`src/logic/uart_status_map.svh`:
```
`ifndef UART_STATUS_MAP_SVH
`define UART_STATUS_MAP_SVH

// Register indices; the byte address on the bus is four times the index.
`define IDX_MODE 16'hFF50
`define IDX_RX_ERR 16'hFF53
`define IDX_TX_STAT 16'hFF55
`define IDX_CLK_SEL 16'hFF56
`define IDX_TX_BUF 16'hFF60
`define IDX_RX_BUF 16'hFF61

`define MODE_RESET 8'h01
`define CLK_SEL_RESET 4'h0
`define STATUS_RESET 8'h00

`define MODE_POWER_BIT 7
`define MODE_TX_BIT 6
`define MODE_RX_BIT 5
`define MODE_PAR_HI_BIT 4
`define MODE_PAR_LO_BIT 3

`define ERR_PARITY_BIT 2
`define ERR_FRAMING_BIT 1
`define ERR_OVERRUN_BIT 0
`define TX_BUF_FULL_BIT 1
`define TX_SHIFT_BUSY_BIT 0

`define SEL_MAX_DIV 4'hA
`define SEL_TIMER 4'hB

// Extra wait cycles before the acknowledge of an access.
`define ACK_WAIT_NORMAL 2'h0
`define ACK_WAIT_ERR 2'h1

`endif

```
`src/logic/uart_status_pkg.sv`:
```
package uart_status_pkg;
  typedef enum logic [1:0] {
    PAR_NONE = 2'b00,
    PAR_ZERO = 2'b01,
    PAR_ODD = 2'b10,
    PAR_EVEN = 2'b11
  } parity_mode_type;
endpackage

```
`src/logic/clk_sel_if.sv`:
```
`timescale 1ns/10ps
interface clk_sel_if;
  logic [3:0] sel;
  logic run;
  logic tick;
  modport ctrl (output sel, output run, input tick);
  modport gen (input sel, input run, output tick);
endinterface

```
`src/logic/base_clock_gen.sv`:
```
`timescale 1ns/10ps
`include "uart_status_map.svh"
module base_clock_gen (
  input wire logic ref_clk_in, // Peripheral clock.
  input wire logic rst_n_in, // Asynchronous reset, active low.
  input wire logic timer_8bit_output_in, // Timer output, free phase.
  clk_sel_if.gen csel // Selector in, base-clock enable out.
);
  import uart_status_pkg::*;

  logic [9:0] div_cnt;
  logic [9:0] mask;
  logic tmr_meta;
  logic tmr_sync;
  logic tmr_prev;
  logic div_hit;
  logic tmr_edge;

  // The divider is never reset by a selector write, so rewriting the
  // same code leaves the base clock phase untouched.
  always_ff @(posedge ref_clk_in or negedge rst_n_in) begin
    if (!rst_n_in) begin
      div_cnt <= 10'h000;
    end else if (!csel.run) begin
      div_cnt <= 10'h000;
    end else begin
      div_cnt <= div_cnt + 10'h001;
    end
  end

  always_ff @(posedge ref_clk_in or negedge rst_n_in) begin
    if (!rst_n_in) begin
      tmr_meta <= 1'b0;
      tmr_sync <= 1'b0;
      tmr_prev <= 1'b0;
    end else begin
      tmr_meta <= timer_8bit_output_in;
      tmr_sync <= tmr_meta;
      tmr_prev <= tmr_sync;
    end
  end

  always_comb begin
    mask = 10'(({1'b0, 10'h000} | 11'h001) << csel.sel) - 10'h001;
  end

  assign div_hit = (div_cnt & mask) == mask;
  assign tmr_edge = tmr_sync & ~tmr_prev;

  always_ff @(posedge ref_clk_in or negedge rst_n_in) begin
    if (!rst_n_in) begin
      csel.tick <= 1'b0;
    end else if (!csel.run) begin
      csel.tick <= 1'b0;
    end else if (csel.sel <= `SEL_MAX_DIV) begin
      csel.tick <= div_hit;
    end else if (csel.sel == `SEL_TIMER) begin
      csel.tick <= tmr_edge;
    end else begin
      csel.tick <= 1'b0;
    end
  end

  a_div_half_rate: assert property (@(posedge ref_clk_in)
    disable iff (!rst_n_in)
    csel.run && csel.sel == 4'h1 && $stable(csel.sel) && csel.tick
    |=> !csel.tick)
    else $error("divide-by-two base clock ticked twice in a row");

  a_sel_prohibit: assert property (@(posedge ref_clk_in)
    disable iff (!rst_n_in)
    csel.sel > `SEL_TIMER |=> !csel.tick)
    else $error("prohibited selector code produced a tick");

  a_timer_edge: assert property (@(posedge ref_clk_in)
    disable iff (!rst_n_in)
    csel.run && csel.sel == `SEL_TIMER && tmr_sync && !tmr_prev
    |=> csel.tick)
    else $error("timer edge did not give a base clock tick");
endmodule

```
`src/logic/uart_status.sv`:
```
`timescale 1ns/10ps
`include "uart_status_map.svh"
module uart_status (
  input wire logic ref_clk_in, // Peripheral clock, 125 MHz.
  input wire logic rst_n_in, // Asynchronous reset, active low.
  input wire logic [17:0] avs_address_in, // Byte address.
  input wire logic avs_read_in, // Read request.
  input wire logic avs_write_in, // Write request.
  input wire logic [31:0] avs_writedata_in, // Write data.
  input wire logic [3:0] avs_byteenable_in, // Byte enables.
  output logic [31:0] avs_readdata_out, // Read data.
  output logic avs_waitrequest_out, // Wait request.
  input wire logic rx_frame_done_in, // Reception complete pulse.
  input wire logic [7:0] rx_char_in, // Received character.
  input wire logic rx_parity_bit_in, // Received parity bit.
  input wire logic rx_stop_bit_in, // First stop bit sample.
  input wire logic tx_frame_done_in, // Frame sent pulse.
  input wire logic timer_8bit_output_in, // Timer output.
  output logic tx_load_out, // Shift register load pulse.
  output logic [7:0] tx_shift_register_out, // Byte to shift out.
  output logic base_clock_tick_out, // Base clock enable.
  output logic power_enable_out, // Power enable.
  output logic transmit_enable_out, // Transmit enable.
  output logic receive_enable_out, // Receive enable.
  output uart_status_pkg::parity_mode_type parity_mode_out // Parity mode.
);
  import uart_status_pkg::*;

  logic [7:0] mode;
  logic [3:0] clk_sel;
  logic [2:0] err_flags;
  logic [7:0] rx_buffer;
  logic rx_full;
  logic [7:0] tx_buffer;
  logic buf_full;
  logic shift_busy;
  logic [1:0] wait_cnt;
  logic [1:0] need_wait;
  logic [15:0] idx;
  logic req;
  logic accept;
  logic rd;
  logic wr;
  logic err_rd;
  logic rxbuf_rd;
  logic tx_wr;
  logic rx_active;
  logic tx_active;
  logic par_err;
  logic load;
  logic [2:0] err_set;
  logic [7:0] rd_mux;
  parity_mode_type par_mode;

  clk_sel_if csel ();

  assign csel.sel = clk_sel;
  assign csel.run = mode[`MODE_POWER_BIT];
  assign base_clock_tick_out = csel.tick;

  base_clock_gen u_clk_gen (
    .ref_clk_in(ref_clk_in),
    .rst_n_in(rst_n_in),
    .timer_8bit_output_in(timer_8bit_output_in),
    .csel(csel)
  );

  assign par_mode = parity_mode_type'(
    mode[`MODE_PAR_HI_BIT:`MODE_PAR_LO_BIT]);
  assign power_enable_out = mode[`MODE_POWER_BIT];
  assign transmit_enable_out = mode[`MODE_TX_BIT];
  assign receive_enable_out = mode[`MODE_RX_BIT];
  assign parity_mode_out = par_mode;
  assign rx_active = mode[`MODE_POWER_BIT] & mode[`MODE_RX_BIT];
  assign tx_active = mode[`MODE_POWER_BIT] & mode[`MODE_TX_BIT];

  assign idx = avs_address_in[17:2];
  assign req = avs_read_in | avs_write_in;
  assign need_wait = (avs_read_in && idx == `IDX_RX_ERR) ?
    `ACK_WAIT_ERR : `ACK_WAIT_NORMAL;
  assign accept = req & avs_waitrequest_out & (wait_cnt == need_wait);
  assign rd = accept & avs_read_in;
  assign wr = accept & avs_write_in & avs_byteenable_in[0];
  assign err_rd = rd & (idx == `IDX_RX_ERR);
  assign rxbuf_rd = rd & (idx == `IDX_RX_BUF);
  assign tx_wr = wr & (idx == `IDX_TX_BUF) & tx_active;

  // Wait request idles high so that every output stays a flip-flop; the
  // cost is one cycle of latency on each access.
  always_ff @(posedge ref_clk_in or negedge rst_n_in) begin
    if (!rst_n_in) begin
      avs_waitrequest_out <= 1'b1;
      wait_cnt <= 2'h0;
    end else if (!avs_waitrequest_out) begin
      avs_waitrequest_out <= 1'b1;
      wait_cnt <= 2'h0;
    end else if (accept) begin
      avs_waitrequest_out <= 1'b0;
    end else if (req) begin
      wait_cnt <= wait_cnt + 2'h1;
    end
  end

  // register read-back, fields narrower than a byte with zero upper bits
  always_comb begin
    case (idx)
      `IDX_MODE: rd_mux = mode;
      `IDX_RX_ERR: rd_mux = {5'h00, err_flags};
      `IDX_TX_STAT: rd_mux = {6'h00, buf_full, shift_busy};
      `IDX_CLK_SEL: rd_mux = {4'h0, clk_sel};
      `IDX_RX_BUF: rd_mux = rx_buffer;
      default: rd_mux = 8'h00;
    endcase
  end

  always_ff @(posedge ref_clk_in or negedge rst_n_in) begin
    if (!rst_n_in) begin
      avs_readdata_out <= 32'h0000_0000;
    end else if (rd) begin
      avs_readdata_out <= {24'h00_0000, rd_mux};
    end
  end

  always_ff @(posedge ref_clk_in or negedge rst_n_in) begin
    if (!rst_n_in) begin
      mode <= `MODE_RESET;
    end else if (wr && idx == `IDX_MODE) begin
      mode <= avs_writedata_in[7:0];
    end
  end

  always_ff @(posedge ref_clk_in or negedge rst_n_in) begin
    if (!rst_n_in) begin
      clk_sel <= `CLK_SEL_RESET;
    end else if (wr && idx == `IDX_CLK_SEL) begin
      clk_sel <= avs_writedata_in[3:0];
    end
  end

  always_comb begin
    unique case (par_mode)
      PAR_NONE: par_err = 1'b0;
      PAR_ZERO: par_err = 1'b0;
      PAR_ODD: par_err = ~^{rx_char_in, rx_parity_bit_in};
      PAR_EVEN: par_err = ^{rx_char_in, rx_parity_bit_in};
    endcase
  end

  // parity, framing on first stop bit, overrun
  assign err_set = {par_err, ~rx_stop_bit_in, rx_full} &
    {3{rx_frame_done_in}};

  // clear on disable or status read, a new error wins over the read
  always_ff @(posedge ref_clk_in or negedge rst_n_in) begin
    if (!rst_n_in) begin
      err_flags <= 3'h0;
    end else if (!rx_active) begin
      err_flags <= 3'h0;
    end else begin
      err_flags <= err_set | (err_rd ? 3'h0 : err_flags);
    end
  end

  always_ff @(posedge ref_clk_in or negedge rst_n_in) begin
    if (!rst_n_in) begin
      rx_buffer <= 8'h00;
      rx_full <= 1'b0;
    end else if (!rx_active) begin
      rx_buffer <= 8'h00;
      rx_full <= 1'b0;
    end else if (rx_frame_done_in && !rx_full) begin
      rx_buffer <= rx_char_in;
      rx_full <= 1'b1;
    end else if (rxbuf_rd) begin
      rx_full <= 1'b0;
    end
  end

  // load at frame end for gap-free output
  assign load = buf_full & (~shift_busy | tx_frame_done_in);

  always_ff @(posedge ref_clk_in or negedge rst_n_in) begin
    if (!rst_n_in) begin
      tx_buffer <= 8'h00;
    end else if (tx_wr) begin
      tx_buffer <= avs_writedata_in[7:0];
    end
  end

  always_ff @(posedge ref_clk_in or negedge rst_n_in) begin
    if (!rst_n_in) begin
      buf_full <= 1'b0;
    end else if (!tx_active) begin
      buf_full <= 1'b0;
    end else if (tx_wr) begin
      buf_full <= 1'b1;
    end else if (load) begin
      buf_full <= 1'b0;
    end
  end

  always_ff @(posedge ref_clk_in or negedge rst_n_in) begin
    if (!rst_n_in) begin
      shift_busy <= 1'b0;
    end else if (!tx_active) begin
      shift_busy <= 1'b0;
    end else if (load) begin
      shift_busy <= 1'b1;
    end else if (tx_frame_done_in) begin
      shift_busy <= 1'b0;
    end
  end

  always_ff @(posedge ref_clk_in or negedge rst_n_in) begin
    if (!rst_n_in) begin
      tx_load_out <= 1'b0;
      tx_shift_register_out <= 8'h00;
    end else begin
      tx_load_out <= load & tx_active;
      if (load && tx_active) begin
        tx_shift_register_out <= tx_buffer;
      end
    end
  end

  a_parity_set: assert property (@(posedge ref_clk_in)
    disable iff (!rst_n_in)
    rx_active && rx_frame_done_in && par_err
    |=> err_flags[`ERR_PARITY_BIT])
    else $error("parity error flag not set");

  a_parity_by_mode: assert property (@(posedge ref_clk_in)
    disable iff (!rst_n_in)
    $rose(err_flags[`ERR_PARITY_BIT])
    |-> $past(par_mode) == PAR_ODD || $past(par_mode) == PAR_EVEN)
    else $error("parity flag set outside odd or even mode");

  a_framing_set: assert property (@(posedge ref_clk_in)
    disable iff (!rst_n_in)
    rx_active && rx_frame_done_in && !rx_stop_bit_in
    |=> err_flags[`ERR_FRAMING_BIT])
    else $error("framing error flag not set");

  a_overrun_drop: assert property (@(posedge ref_clk_in)
    disable iff (!rst_n_in)
    rx_active && rx_frame_done_in && rx_full
    |=> err_flags[`ERR_OVERRUN_BIT] && $stable(rx_buffer))
    else $error("overrun not flagged or buffer overwritten");

  a_err_clear: assert property (@(posedge ref_clk_in)
    disable iff (!rst_n_in)
    !rx_active || (err_rd && !rx_frame_done_in) |=> err_flags == 3'h0)
    else $error("receive error flags not cleared");

  a_err_wait: assert property (@(posedge ref_clk_in)
    disable iff (!rst_n_in)
    avs_read_in && idx == `IDX_RX_ERR && avs_waitrequest_out &&
    wait_cnt == 2'h0 |=> avs_waitrequest_out ##1 !avs_waitrequest_out)
    else $error("error status read did not take one extra wait");

  a_tx_clear: assert property (@(posedge ref_clk_in)
    disable iff (!rst_n_in)
    !tx_active |=> !buf_full && !shift_busy)
    else $error("transmit status not cleared when disabled");

  a_buf_full: assert property (@(posedge ref_clk_in)
    disable iff (!rst_n_in)
    tx_wr |=> buf_full ##1 (!buf_full || !tx_active || shift_busy))
    else $error("buffer-full flag wrong after buffer write");

  a_shift_load: assert property (@(posedge ref_clk_in)
    disable iff (!rst_n_in)
    load && tx_active |=> shift_busy && tx_load_out &&
    tx_shift_register_out == $past(tx_buffer))
    else $error("load did not mark shift register busy");

  a_gap_free: assert property (@(posedge ref_clk_in)
    disable iff (!rst_n_in)
    tx_active && shift_busy && buf_full && tx_frame_done_in
    |=> tx_load_out && shift_busy)
    else $error("buffered byte did not follow without gap");

  a_tx_reserved: assert property (@(posedge ref_clk_in)
    disable iff (!rst_n_in)
    rd && idx == `IDX_TX_STAT |=> avs_readdata_out[31:2] == 30'h0)
    else $error("transmit status upper bits not zero");

  c_overrun: cover property (@(posedge ref_clk_in)
    disable iff (!rst_n_in)
    rx_active && rx_frame_done_in && rx_full);

  c_back_to_back: cover property (@(posedge ref_clk_in)
    disable iff (!rst_n_in)
    tx_active && shift_busy && buf_full && tx_frame_done_in);

  c_err_read: cover property (@(posedge ref_clk_in)
    disable iff (!rst_n_in)
    err_rd && err_flags != 3'h0);
endmodule

```
`config.mk`:
```
export PLATFORM = sky130hd
export DESIGN_NAME = uart_status
export DESIGN_NICKNAME = d
export VERILOG_FILES = /design/src/logic/uart_status_pkg.sv /design/src/logic/clk_sel_if.sv /design/src/logic/base_clock_gen.sv /design/src/logic/uart_status.sv
export VERILOG_INCLUDE_DIRS = /design/src /design/src/logic
export SDC_FILE = /design/constraint.sdc
export NUM_CORES = 1
export LEC_CHECK = 0
export CAP_MARGIN = 40
export CELL_PAD_IN_SITES_DETAIL_PLACEMENT = 2
export CELL_PAD_IN_SITES_GLOBAL_PLACEMENT = 2
export CORE_MARGIN = 4
export CORE_UTILIZATION = 27
export CTS_BUF_LIST = sky130_fd_sc_hd__clkbuf_8 sky130_fd_sc_hd__clkbuf_16
export DETAILED_ROUTE_END_ITERATION = 8
export DONT_BUFFER_PORTS = 1
export PLACE_DENSITY = 0.57
export SYNTH_ARGS = -nofsm -noshare
export SYNTH_HDL_FRONTEND = slang
export SYNTH_SLANG_ARGS = --single-unit
```
`constraint.sdc`:
```
create_clock -name ref_clk_in -period 4.3 [get_ports ref_clk_in]
set_input_delay 0.215 -clock ref_clk_in [delete_from_list [all_inputs] [get_ports ref_clk_in]]
set_output_delay 0.215 -clock ref_clk_in [all_outputs]
set_load 0.01 [all_outputs]
```
**After elaboration in Yosys (flattened, before gate mapping)**

Cells that the tools add are included.

- Output and inout bits: 48
- Bits in read-only memories: 0
- Memories: 0
- Memory bits (writable): 0
- Input bits: 71
- Logic and storage cells: 99
- Bits in latches: 0
- Bits in registers: 68

- Reduce and logical (&&, ||, !) cells: 11
- Bitwise gates (word level): 22
- Order comparisons: 1
- Mux-type cells: 25
- Multiply operators: 0
- Div/mod/pow operators: 0
- Shifts and indexed selects: 1
- Equality and inequality tests: 18
- Add/sub/neg operators: 3

Operators with widths:

| kind | count |
|---|---|
| $eq 16x16->1 const B | 6 |
| $pmux 8 s5 | 1 |
| $mux 8 | 2 |
| $mux 1 | 15 |
| $and 1x1->1 | 14 |
| $add 10x1->10 const B | 1 |
| $and 10x10->10 | 1 |
| $eq 10x10->1 | 1 |
| $mux 10 | 1 |
| $shl 1x4->10 const A | 1 |
| $sub 10x1->10 const B | 1 |
| $ne 3x2->1 const B | 3 |
| $reduce_xnor 9->1 | 1 |
| $reduce_xor 9->1 | 1 |
| $mux 2 | 3 |
| $mux 3 | 2 |
| $logic_and 1x1->1 | 5 |
| $eq 2x2->1 const B | 2 |
| $eq 4x4->1 const B | 1 |
| $le 4x4->1 const B | 1 |
| $ne 2x1->1 const B | 2 |
| $and 3x3->3 | 1 |
| $not 1->1 | 3 |
| $or 3x3->3 | 1 |
| other kinds (10) | 11 |

**Logic depth before layout (Yosys ltp)**

- Word-level depth: 11
- Gate-level depth with buffers: 10
- Mapped depth without buffers: 8

**Modules after synthesis**

Synthesis repeated with hierarchy kept, for this count alone.

- Cell total of the unflattened synthesis: 349
- Area total of the unflattened synthesis: 3777.4 um2

Modules (own cells, without submodules):

| module | area each (um2) | cells an instance | times used |
|---|---|---|---|
| uart_status | 2897.8 | 257 | 1 |
| base_clock_gen | 879.6 | 92 | 1 |

**Worst setup path after synthesis**

OpenSTA, ideal clock, no wires.

- Path kind: register -> register
- From: register clk_sel[2]
- To: register u_clk_gen.csel.tick
- Required time: 4.180 ns
- Library setup time: 0.120 ns
- Slack: 2.234 ns
- Arrival time: 1.945 ns
- Cell stages (with the launch flop): 11
- Path through: dfrtp_1 clkbuf_1 nor2_1 nand3b_1 ha_1 clkbuf_1 nor4b_1 o21bai_1 a21oi_1 nor4_1 a41o_1

- Word-level cells in the longest chain between the ends: 6
- Elaborated cells on any way between the ends: 9
- Those cells by class: add/sub: 1; order compare: 1; eq/ne: 2; shift: 1; mux: 3; bitwise: 1

RTL lines:

| what | RTL line | RTL |
|---|---|---|
| from (decl) | uart_status.sv:30 | `logic [3:0] clk_sel;` |
| from (signal assigned) | uart_status.sv:134 | `` clk_sel <= `CLK_SEL_RESET; `` |
| from (signal assigned) | uart_status.sv:136 | `clk_sel <= avs_writedata_in[3:0];` |
| $shl 1x4->10 | base_clock_gen.sv:44 | `mask = 10'(({1'b0, 10'h000} \| 11'h001) << csel.sel) - 10'h001;` |
| $sub 10x1->10 | base_clock_gen.sv:44 |  |
| $and 10x10->10 | base_clock_gen.sv:47 | `assign div_hit = (div_cnt & mask) == mask;` |
| $eq 10x10->1 | base_clock_gen.sv:47 |  |
| $mux 1 * | base_clock_gen.sv:55 | `` end else if (csel.sel <= `SEL_MAX_DIV) begin `` |
| $mux 1 * | base_clock_gen.sv:53 | `end else if (!csel.run) begin` |
| to (signal assigned) | base_clock_gen.sv:56 | `csel.tick <= div_hit;` |
| to (signal assigned) | base_clock_gen.sv:58 | `csel.tick <= tmr_edge;` |
| to (decl) | clk_sel_if.sv:7 | `modport gen (input sel, input run, output tick);` |

Every way passes the cells marked *; elsewhere a longest branch is shown, timed or not.
A chain may end at the register's enable or synchronous reset.

**Worst setup path after layout**

Ends and elaborated chain as after synthesis.

==> results.py <==
metrics = {
    "status": {
        "outcome": "finished, final reports clean",
    },
    "sta": {
        "fin_crit_ns": 2.33,
        "timing.hold.ws_ns": 0.0135,
        "setup_viol": 0,
        "skew_ns": 0.00632,
        "hold_violations": 0,
        "fmax_mhz": 430,
        "worstMarginPinSlew_ns": 0.775,
        "tns_ns": 0,
        "grt_setup_unrepaired": "no",
        "drv_slew": 0,
        "setup_ws_ns": 1.97,
        "finalCritPeriodShare": 0.541,
        "relSlewSlack": 0.483,
    },
    "worst_setup_path": {
        "crit_start": "clk_sel[2]$_DFFE_PN0P_",
        "cp_slowest_cell": "dfrtp_1",
        "crit_type": "reg -> reg",
        "r2r-end": "u_clk_gen.csel.tick$_DFF_PN0_",
        "worstPathMaxFanout": 12,
        "path_cells": "nor2_1 > nand3b_1 > ha_1 > nor4b_1 > o21bai_1 > a21oi_1 > nor4_1 > a41o_1",
        "cp.required_ns": 4.52,
        "cpPeakStageDelay_ns": 0.52,
        "r2r_slack_ns": 1.97,
        "worstPathArrival_ns": 2.55,
        "cpLargestDelayFamily": "simple AND/OR/NAND/NOR gates",
        "rr_startpoint": "clk_sel[2]$_DFFE_PN0P_",
        "startpoint_type": "flip-flop",
        "crit_cells": 8,
        "cp.buffers_inverters": 0,
        "crit_end": "u_clk_gen.csel.tick$_DFF_PN0_",
        "rr_worst_depth": 8,
        "end_kind": "flip-flop",
    },
    "finish": {
        "final_cells": 523,
        "nets": 415,
        "fillers": 1455,
        "antenna_cells": 0,
        "syn_to_final_growth_pct": 12.6,
        "final_layout_size_suffix_gt1_frac": 0.164,
        "stdcell_area_sq_um": 4110,
    },
    "placed_design": {
        "pre_cts_ws_ns": 1.87,
        "placed_area_sq_um": 3720,
        "io_buffers": 0,
        "gp_congestion": 0.696,
        "dp_hpwl_microns": 6930,
        "dp_cells": 499,
    },
    "floorplan": {
        "initial_core_util": 0.276,
        "die_w_microns": 124,
        "die-area_sq_um": 15500,
        "core_sq_um": 13200,
        "fp.dieH_microns": 124,
        "rows": 42,
        "ios": 119,
    },
    "drt": {
        "ant_nets": 0,
        "dr.pass1.iters": 3,
        "top_layer_used": "met4",
        "drt_iter0_drc": 74,
        "met3WireLength_microns": 588,
        "viasPerCell": 4.72,
        "drt_wl_total_microns": 9630,
        "drcViolationCount": 0,
        "num_vias": 2470,
        "wl_met1_microns": 4270,
        "drt-wirelength-per-cell_microns": 18.4,
        "wl_met2_microns": 4600,
    },
    "yosys": {
        "async_reset_ff_frac": 1.00,
        "yosysTopAreaCell": "dfrtp_1",
        "syn_avg_cell_area_sq_um": 10.8,
        "ys_seq_elements": 68,
        "syn_inst": 338,
        "synth_common_cells": "66 x dfrtp_1, 27 x buf_4, 26 x nor2_1, 21 x mux2_2, 19 x nand2_1",
        "synthesis.area_sq_um": 3650,
        "yosysUniqueCellTypes": 63,
        "yosysMostFrequentCell": "dfrtp_1",
        "synth_edf_count": 0,
        "synth_area_leaders": "dfrtp_1 45%, mux2_2 6.5%, buf_4 5.5%",
        "yosysWarnings": 0,
        "synth_seq_area_share": 0.466,
        "yosysTopAreaCellShare": 0.452,
        "synth_flop_cell": "dfrtp_1",
    },
    "pwr": {
        "power_density_nw_per_um2": 354,
        "pwr-share-clk": 0.505,
        "p_sw_frac": 0.231,
        "p_leak_nw": 1.84,
        "ir_drop_v": 0.000211,
        "internal_power_mw": 1.12,
        "p_switching_uw": 336,
        "comb_power_share": 0.050,
        "pwr-share-seq": 0.445,
    },
    "worst_hold_path": {
        "hold_start": "avs_writedata_in[4]",
        "hold_class": "in -> reg",
    },
    "clock_network": {
        "post_cts_resized": 0,
        "htree_levels": 3,
        "clock_latency_ns": 0.34,
        "clk_path_buf_depth": 2,
        "cts-root-buf": "clkbuf_16",
        "cts.sinks": 68,
        "cts_tree": "yes",
        "clk_pin_slew_ns": 0.06,
        "cts_made_buffers": 9,
    },
    "global_routing": {
        "grt_overflow": 0,
        "grt_pass1_wl_microns": 15800,
        "grt_max_degree": 69,
        "grt_pass1_vias": 2684,
        "grt.total_usage": 0.130,
        "antenna_found_initial": 0,
    },
    "run": {
        "maxCapViolCount": 0,
    },
}
==> layer usage <==
metal | track usage | vias up
met5 | 0 | -
met4 | 0.0522 | 0
met3 | 0.0425 | 12
met2 | 0.206 | 55
met1 | 0.165 | 1250
li1 | - | 1153
==> cell type report <==
class,instances,area [sq um],share of cell area
multi-input cells,248,1760,0.427
inverters,4,15.0,0.00365
clock buffers,9,225,0.0548
well taps,176,220,0.0535
flip-flops and latches,68,1700,0.414
clock inverters,7,67.6,0.0164
repair buffers,11,123,0.0298
==> kinds of logic (layout without fill, tap and decap cells) <==
logic type / Yosys count / after routing / synth area share
simple gates: 115 / 115 / 0.191
flops: 68 / 68 / 0.466
buf+inv: 45 / 31 / 0.0760
xor+xnor: 18 / 18 / 0.0469
compound gates: 50 / 50 / 0.0914
other cells: 1 / 24 / 0.00103
fa+ha+maj: 2 / 2 / 0.00685
mux: 39 / 39 / 0.120
==> power groups by stage <==
| stage | clock network, mW | registers [mW] | logic (mW) |
|---|---|---|---|
| 2_1_floorplan | 0 | 0.657 | 0.0660 |
| 3_3_place_gp | 0 | 0.658 | 0.0522 |
| 3_5_place_dp | 0 | 0.659 | 0.0532 |
| 4_1_cts | 0.765 | 0.647 | 0.0756 |
| 5_1_grt | 0.792 | 0.647 | 0.0828 |
| 6_report | 0.734 | 0.647 | 0.0734 |
==> flip-flops by register name, summed over array words and instances (netlist names) <==
signal / cells
shift_busy: 1
u_clk_gen.tmr_sync: 1
mode: 8
avs_readdata_out: 8
wait_cnt: 2
u_clk_gen.tmr_meta: 1
u_clk_gen.tmr_prev: 1
u_clk_gen.csel.tick: 1
u_clk_gen.div_cnt: 10
buf_full: 1
err_flags: 3
rx_buffer: 8
clk_sel: 4
rx_full: 1
tx_shift_register_out: 8
tx_load_out: 1
avs_waitrequest_out: 1
tx_buffer: 8
==> how the worst min path moves through the flow <==
stage                                      endpoint  slack [ns]  cells past startpoint
detailed placement   u_clk_gen.div_cnt[3]$_DFF_PN0_       -0.08                      0
floorplan           avs_readdata_out[0]$_DFFE_PN0P_       -0.08                      0
global route               tx_buffer[4]$_DFFE_PN0P_       0.004                      1
global placement     u_clk_gen.div_cnt[4]$_DFF_PN0_       -0.08                      0
finish                     tx_buffer[4]$_DFFE_PN0P_        0.01                      1
CTS                        tx_buffer[2]$_DFFE_PN0P_      0.0007                      1
==> layout by cell type (no fill, tap or decap), drive strengths merged, types with 2 or more instances in the layout <==
cell | netlist | layout
dfrtp | 66 | 66
mux2 | 29 | 29
nor2 | 26 | 26
conb | 1 | 24
nand2 | 20 | 20
o21ai | 16 | 16
xnor2 | 14 | 14
a21oi | 12 | 12
and2 | 12 | 12
mux2i | 10 | 10
clkbuf | 13 | 9
nor2b | 7 | 7
dlygate4sd3 | 0 | 7
a22oi | 6 | 6
nor3b | 5 | 5
and3 | 5 | 5
nor3 | 5 | 5
and3b | 5 | 5
nand3 | 4 | 4
inv | 4 | 4
nand4 | 4 | 4
xor2 | 3 | 3
clkinv | 0 | 3
clkinvlp | 0 | 3
nor4b | 3 | 3
nor4 | 3 | 3
buf | 28 | 3
or3b | 2 | 2
nand3b | 2 | 2
nand2b | 2 | 2
or3 | 2 | 2
a211oi | 2 | 2
a41o | 2 | 2
ha | 2 | 2
dfstp | 2 | 2
or4b | 2 | 2
==> stage by stage <==
stage,utilization,power [mW]
5_1_grt,0.311,1.52
3_3_place_gp,0.280,0.711
4_1_cts,0.311,1.49
2_1_floorplan,-,0.723
6_report,0.311,1.45
3_5_place_dp,0.281,0.712
==> repair_timing <==
action,4_1_cts,5_1_grt
endpoints found under the hold margin,74,0
buffers inserted,0,0
hold buffers,8,0
Power figures use the tool's default switching activity.
